$ cat src/rtl/kbdem_defs.svh
`ifndef KBDEM_DEFS_SVH
`define KBDEM_DEFS_SVH

// ----------------------------------------
// Register offsets from the block base
// ----------------------------------------
`define KBDEM_OFF_DATA 5'h00
`define KBDEM_OFF_STATUS 5'h04
`define KBDEM_OFF_CONTROL 5'h08
`define KBDEM_OFF_AUX 5'h0c
`define KBDEM_OFF_FLAG 5'h14

// ----------------------------------------
// Status byte field positions
// ----------------------------------------
`define KBDEM_ST_OBF 0
`define KBDEM_ST_IBF 1
`define KBDEM_ST_UD0 2
`define KBDEM_ST_CD 3
`define KBDEM_ST_UD1 4
`define KBDEM_ST_AUX 5
`define KBDEM_ST_UD2_LO 6
`define KBDEM_ST_UD2_HI 7

// ----------------------------------------
// Reset values
// ----------------------------------------
`define KBDEM_RST_BYTE 8'h00
`define KBDEM_RST_STATUS 8'h00
`define KBDEM_RST_CONTROL 8'h00
`define KBDEM_RST_FLAG 8'h00

// ----------------------------------------
// Buffer sizing
// ----------------------------------------
`define KBDEM_FIFO_DEPTH 16
`define KBDEM_FIFO_WIDTH 9

`endif

$ cat src/rtl/kbdem_pkg.sv
package kbdem_pkg;
  // ----------------------------------------
  // Shared types
  // ----------------------------------------
  typedef logic [4:0] kbdem_addr_t;
  typedef logic [7:0] kbdem_byte_t;
endpackage

$ cat src/rtl/kbdem_regs.sv
`include "kbdem_defs.svh"

// ----------------------------------------
// Host write buffer
// ----------------------------------------
module kbdem_fifo #(
  parameter int WIDTH = `KBDEM_FIFO_WIDTH,
  parameter int DEPTH = `KBDEM_FIFO_DEPTH
) (
  input wire logic sys_clk,
  input wire logic rst,
  input wire logic in_valid,
  output logic in_ready,
  input wire logic [WIDTH-1:0] in_data,
  output logic out_valid,
  input wire logic out_ready,
  output logic [WIDTH-1:0] out_data
);
  localparam int PW = (DEPTH > 1) ? $clog2(DEPTH) : 1;
  localparam int CW = $clog2(DEPTH + 1);
  localparam logic [PW-1:0] LAST = PW'(DEPTH - 1);
  localparam logic [CW-1:0] FULLCNT = CW'(DEPTH);

  logic [WIDTH-1:0] mem [DEPTH];
  logic [PW-1:0] wr_ptr;
  logic [PW-1:0] rd_ptr;
  logic [CW-1:0] count;
  logic [CW-1:0] next_count;
  logic push;
  logic pop;

  // Handshakes use the registered flags only
  assign push = in_valid && in_ready;
  assign pop = out_ready && out_valid;
  assign out_data = mem[rd_ptr];

  // Occupancy; held flags keep ready free of logic
  always_comb begin
    next_count = count;
    if (push && !pop) begin
      next_count = count + CW'(1);
    end else if (pop && !push) begin
      next_count = count - CW'(1);
    end
  end

  // Count and flags
  always_ff @(posedge sys_clk) begin
    if (rst) begin
      count <= '0;
      in_ready <= 1'b1;
      out_valid <= 1'b0;
    end else begin
      count <= next_count;
      in_ready <= (next_count != FULLCNT);
      out_valid <= (next_count != '0);
    end
  end

  // Pointers wrap explicitly, so any depth works
  always_ff @(posedge sys_clk) begin
    if (rst) begin
      wr_ptr <= '0;
      rd_ptr <= '0;
    end else begin
      if (push) begin
        wr_ptr <= (wr_ptr == LAST) ? '0 : wr_ptr + PW'(1);
      end
      if (pop) begin
        rd_ptr <= (rd_ptr == LAST) ? '0 : rd_ptr + PW'(1);
      end
    end
  end

  // Storage, no reset needed
  always_ff @(posedge sys_clk) begin
    if (push) begin
      mem[wr_ptr] <= in_data;
    end
  end
endmodule

// Contract
// - Registers decode at base offsets 0, 4, 8, 0xc and 0x14.
// - EC read at offset 0 returns last host byte, data or command; the code returns queued host bytes oldest first.
// - Status bits 7:6, 4 and 2 are plain EC read-write storage.
// - EC write of auxiliary output byte sets status bit 5.
// - EC write of normal output byte clears status bit 5.
// - Host command port write sets command/data bit 3.
// - Host data port write clears command/data bit 3.
// - Status bit 2 clears while LPC reset is asserted, and on main reset.
// - Host data or command byte sets input-full bit 1.
// - Input-full interrupt follows input-full bit when enabled.
// - EC read of input byte clears input-full and its interrupt.
// - Input-full and output-full ignore power-good and LPC power-down.
// - EC write of normal or auxiliary output byte sets output-full bit 0.
// - Host data read clears output-full and pulses output-full event.
// - EC status writes never change command/data, input-full, output-full.
module kbdem_regs #(
  parameter int FIFO_DEPTH = `KBDEM_FIFO_DEPTH
) (
  input wire logic sys_clk,
  input wire logic rst,
  input wire logic lpc_reset_n,
  input wire logic power_good,
  input wire kbdem_pkg::kbdem_addr_t ec_addr,
  input wire logic ec_wr,
  input wire logic ec_rd,
  input wire kbdem_pkg::kbdem_byte_t ec_wdata,
  output kbdem_pkg::kbdem_byte_t ec_rdata,
  input wire logic host_wr,
  input wire logic host_wr_cmd,
  input wire kbdem_pkg::kbdem_byte_t host_wdata,
  output logic host_wr_ready,
  input wire logic host_rd_data,
  input wire logic host_rd_status,
  output kbdem_pkg::kbdem_byte_t host_rdata,
  input wire logic input_full_irq_en,
  output logic input_full_irq,
  output logic output_full_irq,
  output kbdem_pkg::kbdem_byte_t status,
  output kbdem_pkg::kbdem_byte_t kbd_control,
  output kbdem_pkg::kbdem_byte_t ctrl_output_flag
);
  import kbdem_pkg::*;

  // ----------------------------------------
  // Decode and internal state
  // ----------------------------------------
  kbdem_byte_t host_input_byte;
  kbdem_byte_t ec_output_byte;
  kbdem_byte_t ec_aux_output_byte;
  logic [1:0] user_bits_hi;
  logic user_bit_mid;
  logic user_bit_lpc_cleared;
  logic aux_output_full;
  logic cmd_data;
  logic input_full;
  logic output_full;
  logic next_input_full;
  logic fifo_valid;
  logic [8:0] fifo_data;
  logic load;
  logic wr_data;
  logic wr_status;
  logic wr_control;
  logic wr_aux;
  logic wr_flag;
  logic rd_data;

  // Address strobes, one per mapped offset
  assign wr_data = ec_wr && (ec_addr == `KBDEM_OFF_DATA);
  assign wr_status = ec_wr && (ec_addr == `KBDEM_OFF_STATUS);
  assign wr_control = ec_wr && (ec_addr == `KBDEM_OFF_CONTROL);
  assign wr_aux = ec_wr && (ec_addr == `KBDEM_OFF_AUX);
  assign wr_flag = ec_wr && (ec_addr == `KBDEM_OFF_FLAG);
  assign rd_data = ec_rd && (ec_addr == `KBDEM_OFF_DATA);

  // Host writes queue up; one byte held until the EC takes it
  kbdem_fifo #(
    .WIDTH(`KBDEM_FIFO_WIDTH),
    .DEPTH(FIFO_DEPTH)
  ) u_host_fifo (
    .sys_clk(sys_clk),
    .rst(rst),
    .in_valid(host_wr),
    .in_ready(host_wr_ready),
    .in_data({host_wr_cmd, host_wdata}),
    .out_valid(fifo_valid),
    .out_ready(load),
    .out_data(fifo_data)
  );

  // A new byte lands only when the previous one was taken
  assign load = fifo_valid && !input_full;

  // ----------------------------------------
  // Input side
  // ----------------------------------------
  // Load sets, EC read clears; the set wins a tie
  always_comb begin
    next_input_full = input_full;
    if (load) begin
      next_input_full = 1'b1;
    end else if (rd_data) begin
      next_input_full = 1'b0;
    end
  end

  // Input byte and command/data flag; power-good not involved
  always_ff @(posedge sys_clk) begin
    if (rst) begin
      host_input_byte <= `KBDEM_RST_BYTE;
      cmd_data <= 1'b0;
      input_full <= 1'b0;
    end else begin
      input_full <= next_input_full;
      if (load) begin
        host_input_byte <= fifo_data[7:0];
        cmd_data <= fifo_data[8];
      end
    end
  end

  // Registered request, so it drops with the read that clears the flag
  always_ff @(posedge sys_clk) begin
    if (rst) begin
      input_full_irq <= 1'b0;
    end else begin
      input_full_irq <= next_input_full && input_full_irq_en;
    end
  end

  // ----------------------------------------
  // Output side
  // ----------------------------------------
  // Output bytes; offset 0 write leaves the input byte alone
  always_ff @(posedge sys_clk) begin
    if (rst) begin
      ec_output_byte <= `KBDEM_RST_BYTE;
      ec_aux_output_byte <= `KBDEM_RST_BYTE;
    end else begin
      if (wr_data) begin
        ec_output_byte <= ec_wdata;
      end
      if (wr_aux) begin
        ec_aux_output_byte <= ec_wdata;
      end
    end
  end

  // Output-full: EC write sets, host data read clears, set wins
  always_ff @(posedge sys_clk) begin
    if (rst) begin
      output_full <= 1'b0;
    end else if (wr_data || wr_aux) begin
      output_full <= 1'b1;
    end else if (host_rd_data) begin
      output_full <= 1'b0;
    end
  end

  // Event pulse, one cycle per host data read while output-full is set
  always_ff @(posedge sys_clk) begin
    if (rst) begin
      output_full_irq <= 1'b0;
    end else begin
      output_full_irq <= host_rd_data && output_full;
    end
  end

  // Auxiliary flag, also writable through the status alias
  always_ff @(posedge sys_clk) begin
    if (rst) begin
      aux_output_full <= 1'b0;
    end else if (wr_aux) begin
      aux_output_full <= 1'b1;
    end else if (wr_data) begin
      aux_output_full <= 1'b0;
    end else if (wr_status) begin
      aux_output_full <= ec_wdata[`KBDEM_ST_AUX];
    end
  end

  // ----------------------------------------
  // User bits and plain storage
  // ----------------------------------------
  // Read-only flags are simply not in this write path
  always_ff @(posedge sys_clk) begin
    if (rst) begin
      user_bits_hi <= 2'h0;
      user_bit_mid <= 1'b0;
    end else if (wr_status) begin
      user_bits_hi <= ec_wdata[`KBDEM_ST_UD2_HI:`KBDEM_ST_UD2_LO];
      user_bit_mid <= ec_wdata[`KBDEM_ST_UD1];
    end
  end

  // LPC reset outranks a same-cycle EC write
  always_ff @(posedge sys_clk) begin
    if (rst || !lpc_reset_n) begin
      user_bit_lpc_cleared <= 1'b0;
    end else if (wr_status) begin
      user_bit_lpc_cleared <= ec_wdata[`KBDEM_ST_UD0];
    end
  end

  // Control and flag registers held as plain bytes here
  always_ff @(posedge sys_clk) begin
    if (rst) begin
      kbd_control <= `KBDEM_RST_CONTROL;
      ctrl_output_flag <= `KBDEM_RST_FLAG;
    end else begin
      if (wr_control) begin
        kbd_control <= ec_wdata;
      end
      if (wr_flag) begin
        ctrl_output_flag <= ec_wdata;
      end
    end
  end

  // ----------------------------------------
  // Read paths
  // ----------------------------------------
  kbdem_byte_t status_now;
  assign status_now = {user_bits_hi, aux_output_full, user_bit_mid, cmd_data,
                       user_bit_lpc_cleared, input_full, output_full};

  // Status mirrors flag registers one cycle late, from a flop
  always_ff @(posedge sys_clk) begin
    if (rst) begin
      status <= `KBDEM_RST_STATUS;
    end else begin
      status <= status_now;
    end
  end

  // EC read data; write-only and unmapped offsets read zero
  always_ff @(posedge sys_clk) begin
    if (rst) begin
      ec_rdata <= `KBDEM_RST_BYTE;
    end else if (ec_rd) begin
      case (ec_addr)
        `KBDEM_OFF_DATA: ec_rdata <= host_input_byte;
        `KBDEM_OFF_STATUS: ec_rdata <= status_now;
        `KBDEM_OFF_CONTROL: ec_rdata <= kbd_control;
        `KBDEM_OFF_FLAG: ec_rdata <= ctrl_output_flag;
        default: ec_rdata <= 8'h00;
      endcase
    end
  end

  // Host sees whichever output byte was written last
  kbdem_byte_t last_out;
  always_ff @(posedge sys_clk) begin
    if (rst) begin
      last_out <= `KBDEM_RST_BYTE;
    end else if (wr_data || wr_aux) begin
      last_out <= ec_wdata;
    end
  end

  always_ff @(posedge sys_clk) begin
    if (rst) begin
      host_rdata <= `KBDEM_RST_BYTE;
    end else if (host_rd_data) begin
      host_rdata <= last_out;
    end else if (host_rd_status) begin
      host_rdata <= status_now;
    end
  end
endmodule

$ cat config.mk
export PLATFORM = sky130hd
export DESIGN_NAME = kbdem_regs
export DESIGN_NICKNAME = d
export VERILOG_FILES = /design/src/rtl/kbdem_pkg.sv /design/src/rtl/kbdem_regs.sv
export VERILOG_INCLUDE_DIRS = /design/src /design/src/rtl
export SDC_FILE = /design/constraint.sdc
export NUM_CORES = 1
export LEC_CHECK = 0
export ABC_AREA = 1
export BUFFER_PORTS_ARGS = -buffer_cell sky130_fd_sc_hd__buf_2
export CORE_MARGIN = 5
export CORE_UTILIZATION = 45
export CTS_BUF_LIST = sky130_fd_sc_hd__clkbuf_4 sky130_fd_sc_hd__clkbuf_8 sky130_fd_sc_hd__clkbuf_16
export CTS_CLUSTER_DIAMETER = 100
export DETAILED_ROUTE_END_ITERATION = 7
export SYNTH_ARGS = -nofsm -noshare
export SYNTH_HDL_FRONTEND = slang
export SYNTH_HIERARCHICAL = 1
export SYNTH_SLANG_ARGS = --single-unit
$ cat constraint.sdc
create_clock -name sys_clk -period 1.8 [get_ports sys_clk]
set_input_delay 0.27 -clock sys_clk [delete_from_list [all_inputs] [get_ports sys_clk]]
set_output_delay 0.27 -clock sys_clk [all_outputs]
set_load 0.03 [all_outputs]
==> impl_metrics.ini, run 1 <==
[route]
via_per_inst = 5.219
routed_wl_mm = 22.48
drc = 0
firstDrtPassIters = 5
antenna_left = 0
wl_per_cell_um = 17.37
vias = 6754
drt_iter0_drc = 442

[clock_tree]
root_buffer = clkbuf_16
clk_latency_ns = 0.52
cts.sinks = 229
numCtsBuffers = 25
htreeDepth = 1
cts_tree = yes
cts.reportedPaths.clkPinSlew_ns = 0.06
clock_path_buffers = 3
post_cts_buffers = 0

[hold_path]
worstHoldStart = host_rd_data
hold_depth = 3
min_to = output_full_irq$_SDFF_PP0_
min_path_type = in -> reg

[sta]
timing.final.crit_period_ns = 1.649
hold_viol = 0
finalSetupViolations = 0
worst_clock_skew_ns = 0.01035
slew_viol_final = 0
rsz0062_at_grt = false
fmax_ghz = 0.6063
whs_ns = 0.02315
maxSlewHeadroom_pct = 69.92
worst_pin_slew_ns = 0.4512
fin_crit_sh_pct = 91.63
tns_ns = 0

[worst_setup_path]
cp_data_arrival_time_ns = 2.10
endpoint_kind = flop
r2r_cells = 8
crit_path_start_kind = flop
rr_endpoint = host_input_byte[4]$_SDFFE_PP0P_
worstPathRequired_ns = 2.25
crit_type = reg -> reg
r2r_slack_ns = 0.15
crit_fanout = 19

[final_layout]
num-nets-final = 1045
drive_gt1_share_pct = 19.92
n_antenna_cell = 0
area_growth_pct = 17.51
instances_no_fill = 1294
fillCellCount = 1813
fin_area_um2 = 11030

[die]
die_h_um = 154.5
dieArea_um2 = 23860
initial_core_util_pct = 46.11
rows = 52
die_w_um = 154.5
ios = 75
core_region_area_um2 = 20360

[synth]
synthCells = 900
ys_ff_latch = 229
seq_area_frac_synth_pct = 64.17
ys_warn_count = 6
async_flop_share_pct = 0
synth_edf_count = 144
synth.cell_area_um2 = 9390
ys.flop_type = edfxtp_1
syn_area_per_cell_um2 = 10.43
syn_nets = 939
yosysUniqueCellTypes = 41

[global_route]
grt_pass1_vias = 6328
grt_usage_pct = 18.73
grt_max_degree = 47
grt-ovfl-total = 0
antenna_found_initial = 0
grt_pass1_wl_mm = 35.69

[placed_design]
dpl.hpwl_mm = 14.82
placedCellCount = 1247
gp_congestion = 0.8383
port_buffers = 73
placed_area_um2 = 10220

[pwr]
leakagePower_nw = 4.203
power_mw = 13.38
power.density_nw_per_um2 = 1212
ir_drop_uv = 749.5

[run]
maxCapViolations = 0

[outcome]
run_status = finished clean
==> layout by cell type, fill, tap and decap left out, types with 3 or more instances in the layout <==
| cell | Yosys | final |
|---|---|---|
| dfxtp_1 | 85 | 82 |
| o21ai_0 | 103 | 103 |
| nor2_1 | 201 | 201 |
| ha_1 | 7 | 7 |
| o21ai_1 | 29 | 29 |
| nand3_1 | 17 | 17 |
| clkinv_1 | 4 | 7 |
| o211ai_1 | 37 | 37 |
| o221ai_1 | 7 | 7 |
| nand2_1 | 87 | 87 |
| buf_4 | 5 | 44 |
| inv_4 | 3 | 4 |
| inv_2 | 6 | 6 |
| clkbuf_4 | 0 | 7 |
| nand2_4 | 3 | 3 |
| a21oi_1 | 20 | 20 |
| nand4_1 | 27 | 27 |
| edfxtp_1 | 144 | 144 |
| buf_2 | 10 | 73 |
| nor2_2 | 13 | 13 |
| nor3_1 | 4 | 4 |
| inv_1 | 32 | 32 |
| clkinv_2 | 0 | 5 |
| clkbuf_16 | 0 | 25 |
| nor2_8 | 3 | 3 |
| a31oi_1 | 7 | 7 |
==> worst max-delay path by stage <==
stage | startpoint | endpoint | slack, ns | depth (start not counted)
floorplan | u_host_fifo/in_ready$_SDFF_PP1_ | u_host_fifo/mem[3][0]$_DFFE_PP_ | 0.12 | 4
global placement | flop | host_input_byte[3]$_SDFFE_PP0P_ | 0.12 | 10
detailed placement | flop | host_input_byte[3]$_SDFFE_PP0P_ | 0.11 | 10
CTS | flop | host_input_byte[3]$_SDFFE_PP0P_ | 0.1 | 10
finish | flop | host_input_byte[4]$_SDFFE_PP0P_ | 0.15 | 8
global route | input_full$_SDFF_PP0_ | u_host_fifo/out_valid$_SDFF_PP0_ | 0.005 | 13
==> through the flow <==
step / setup WS, ns / utilization (%)
after floorplan: 0.1158 / -
after global placement: 0.1244 / 50.19
after detailed placement: 0.1078 / 50.19
after CTS: 0.09599 / 54.15
after global routing: 0.004692 / 54.18
final: 0.1506 / 54.18
==> Yosys cell counts, types with 10 or more instances <==
cell type  instances  share of area (%)
nand2_1           87                3.5
o211ai_1          37                3.0
o21ai_1           29                1.5
nand3_1           17               0.91
edfxtp_1         144                 46
dfxtp_1           85                 18
inv_1             32                1.3
o21ai_0          103                5.5
nand4_1           27                1.8
nor2_2            13               0.87
a21oi_1           20                1.1
clkbuf_1          14               0.56
nor2_1           201                8.0
buf_2             10               0.53
==> layer usage <==
metal	vias up	wire length (µm)	global-route usage [%]
met3	28	1260	2.822
met1	3188	10400	27.57
met2	168	10460	29.60
met5	-	0	0
li1	3370	-	-
met4	0	367	4.121
==> repair_timing <==
action                     in CTS  in global routing
hold endpoints to repair        2                  0
gates resized for setup         0                  3
setup endpoints to repair       0                  5
hold buffers                    2                  0
==> cell type report <==
type / instances / area, µm² / share of cell area, %
clock inverter: 11 / 80.08 / 0.7257
inverter: 46 / 185.2 / 1.678
multi-input combinational: 582 / 2927 / 26.52
sequential: 229 / 6032 / 54.67
clock buffer: 34 / 705.7 / 6.395
timing repair buffer: 122 / 767.0 / 6.951
tap: 270 / 337.8 / 3.062
==> where the power goes <==
group | leakage [nW] | internal, mW | total, mW | switching (mW)
clock network | 0.398 | 2.88 | 4.84 | 1.96
registers | 1.99 | 5.84 | 6.01 | 0.178
logic | 1.81 | 0.879 | 2.52 | 1.64
==> flip-flops by register name (all words and copies together), names as in the netlist, 2 cells and up, named ones only <==
signal / cells
kbd_control: 8
u_host_fifo/count: 5
u_host_fifo/rd_ptr: 4
host_rdata: 8
ec_rdata: 8
user_bits_hi: 2
u_host_fifo/mem: 144
status: 8
last_out: 8
u_host_fifo/wr_ptr: 4
ctrl_output_flag: 8
host_input_byte: 8
==> kinds of logic after synthesis <==
group                      share of synthesized area [%]
DFF                                                64.17
AOI/OAI and AO/OA                                  12.62
adders and majority gates                         0.9327
xor gates and xnor gates                          0.1866
buffers and inverters                              4.664
and+or+nand+nor                                    17.43
==> critical path, stage by stage, from the launching register on <==
cell      delay [ns]
dfxtp_4         0.37
inv_6           0.17
buf_4           0.17
nor2_1          0.04
o211ai_1        0.35
nand3_1         0.16
nand2_1         0.11
o21ai_0         0.08
nor2_1          0.12
Note: power is estimated with default switching activity, not from simulation.
==> run 2, diff against run 1 <==
Settings changed: CORE_ASPECT_RATIO from default to 1.75.
==> impl_metrics.ini, run 2 (synthesized netlist as in run 1, its figures left out) <==
[global_route]
grt-ovfl-total = 0
antenna_found_initial = 0
grt_usage_pct = 19.21
grt_pass1_vias = 6745
grt_max_degree = 73
grt_pass1_wl_mm = 36.32

[sta]
worst_clock_skew_ns = 0.009563
hold_viol = 0
tns_ns = 0
fin_crit_sh_pct = 90.94
rsz0062_at_grt = false
slew_viol_final = 0
finalSetupViolations = 0
worst_pin_slew_ns = 0.4034
timing.final.crit_period_ns = 1.637
maxSlewHeadroom_pct = 72.94
fmax_ghz = 0.6109
setup_ws_ns = 0.1632

[clock_tree]
numCtsBuffers = 22
clock_path_buffers = 3
cts_tree = yes
cts.reportedPaths.clkPinSlew_ns = 0.07
ctsHoldBuffers = 0
root_buffer = clkbuf_16
cts.sinks = 229
clk_latency_ns = 0.51
htreeDepth = 1

[die]
initial_core_util_pct = 45.24
core_region_area_um2 = 20760
ios = 75
dieArea_um2 = 23970
die_w_um = 119.2
die_h_um = 201.1
rows = 70

[final_layout]
n_antenna_cell = 0
num-nets-final = 1038
largest_register = u_host_fifo/mem
multi_input_area_um2 = 2929
instances_no_fill = 1267
fillCellCount = 1872
finish.utilization_pct = 53.15
area_growth_pct = 17.48
largest_register_ff_count = 144
seqCellArea_um2 = 6028
layout_common_cells = 200 x nor2_1, 144 x edfxtp_1, 100 x o21ai_0
final_common_cell = nor2_1
drive_gt1_share_pct = 19.61

[route]
drc = 0
routed_wl_mm = 23.06
drt_iter0_drc = 527
via_per_inst = 5.323
firstDrtPassIters = 6
antenna_left = 0
vias = 6744
wl_per_cell_um = 18.20

[placed_design]
gp_congestion = 0.8746
dpl.hpwl_mm = 16.10
place_ws_ns = 0.1163
port_buffers = 73
placedCellCount = 1227

[pwr]
power.density_nw_per_um2 = 1215
ir_drop_uv = 618.6
leakagePower_nw = 4.208

[outcome]
run_status = finished clean

[worst_setup_path]
worstPathRequired_ns = 2.20
cp_data_arrival_time_ns = 2.04
crit_fanout = 27
endpoint_kind = flop
crit_type = reg -> reg
crit_path_start_kind = flop

[run]
maxCapViolations = 0

[hold_path]
min_path_type = in -> reg
## run 2: changes by cell type in the layout (fill, tap and decap cells not counted), sizes merged
| cell | previous run | this run |
|---|---|---|
| bufinv | 1 | 2 |
| dlygate4sd3 | 2 | 0 |
| buf | 120 | 118 |
| clkinvlp | 1 | 0 |
| clkinv | 12 | 10 |
| clkbuf | 34 | 32 |
| inv | 43 | 42 |
## run 2: metrics by stage
step | power [mW] | hold slack [ns] | instance area [µm²]
2_1_floorplan | 7.763 | 0.3391 | 9390
3_3_place_gp | 8.569 | 0.4549 | 10230
3_5_place_dp | 8.603 | 0.4559 | 10230
4_1_cts | 13.50 | 0.008558 | 11030
5_1_grt | 14.07 | 0.02243 | 11030
6_report | 13.41 | 0.02117 | 11030
## run 2: path summary, 6_finish.rpt
path	from	end	slack, ns	cells after the start
setup reg to reg	flop	host_input_byte[3]$_SDFFE_PP0P_	0.16	11
hold reg to reg	ec_rdata[2]$_SDFFE_PP0P_	ec_rdata[2]$_SDFFE_PP0P_	0.46	2
setup / recovery	flop	host_input_byte[3]$_SDFFE_PP0P_	0.16	11
hold / removal	lpc_reset_n	user_bit_lpc_cleared$_SDFFE_PP0P_	0.02	3
## run 2: power breakdown
group	internal, mW	total (mW)	switching, mW
clock	2.99	4.92	1.93
sequential	5.83	6.00	0.174
combinational	0.892	2.48	1.59
## run 2: cell type report
type,count,share of cell area (%)
Sequential cell,229,54.64
Multi-Input combinational cell,582,26.55
Timing Repair Buffer,118,7.089
Clock buffer,32,6.317
Tap cell,252,2.858
Inverter,46,1.679
Clock inverter,8,0.8620
## run 2: worst max-delay path, cell delays in order, from the launching register on
cell,delay (ns)
dfxtp_2,0.39
inv_6,0.07
buf_12,0.16
buf_4,0.17
nor2_1,0.08
nor2_1,0.04
o21ai_0,0.07
o211ai_1,0.14
nand3_1,0.11
nand2_1,0.07
o21ai_0,0.15
nor2_1,0.05
## run 2: layer usage
metal | part of all wire [%] | routed length, µm | global-route usage [%]
met4 | 5.8 | 1339 | 10.57
met3 | 3.6 | 833 | 2.193
met2 | 53 | 12260 | 35.32
met5 | 0 | 0 | 0
met1 | 37 | 8632 | 21.23
## run 2: repair_timing
action	4_1_cts	5_1_grt
setup endpoints to repair	0	5
resized for setup	0	6
buffers inserted	0	0
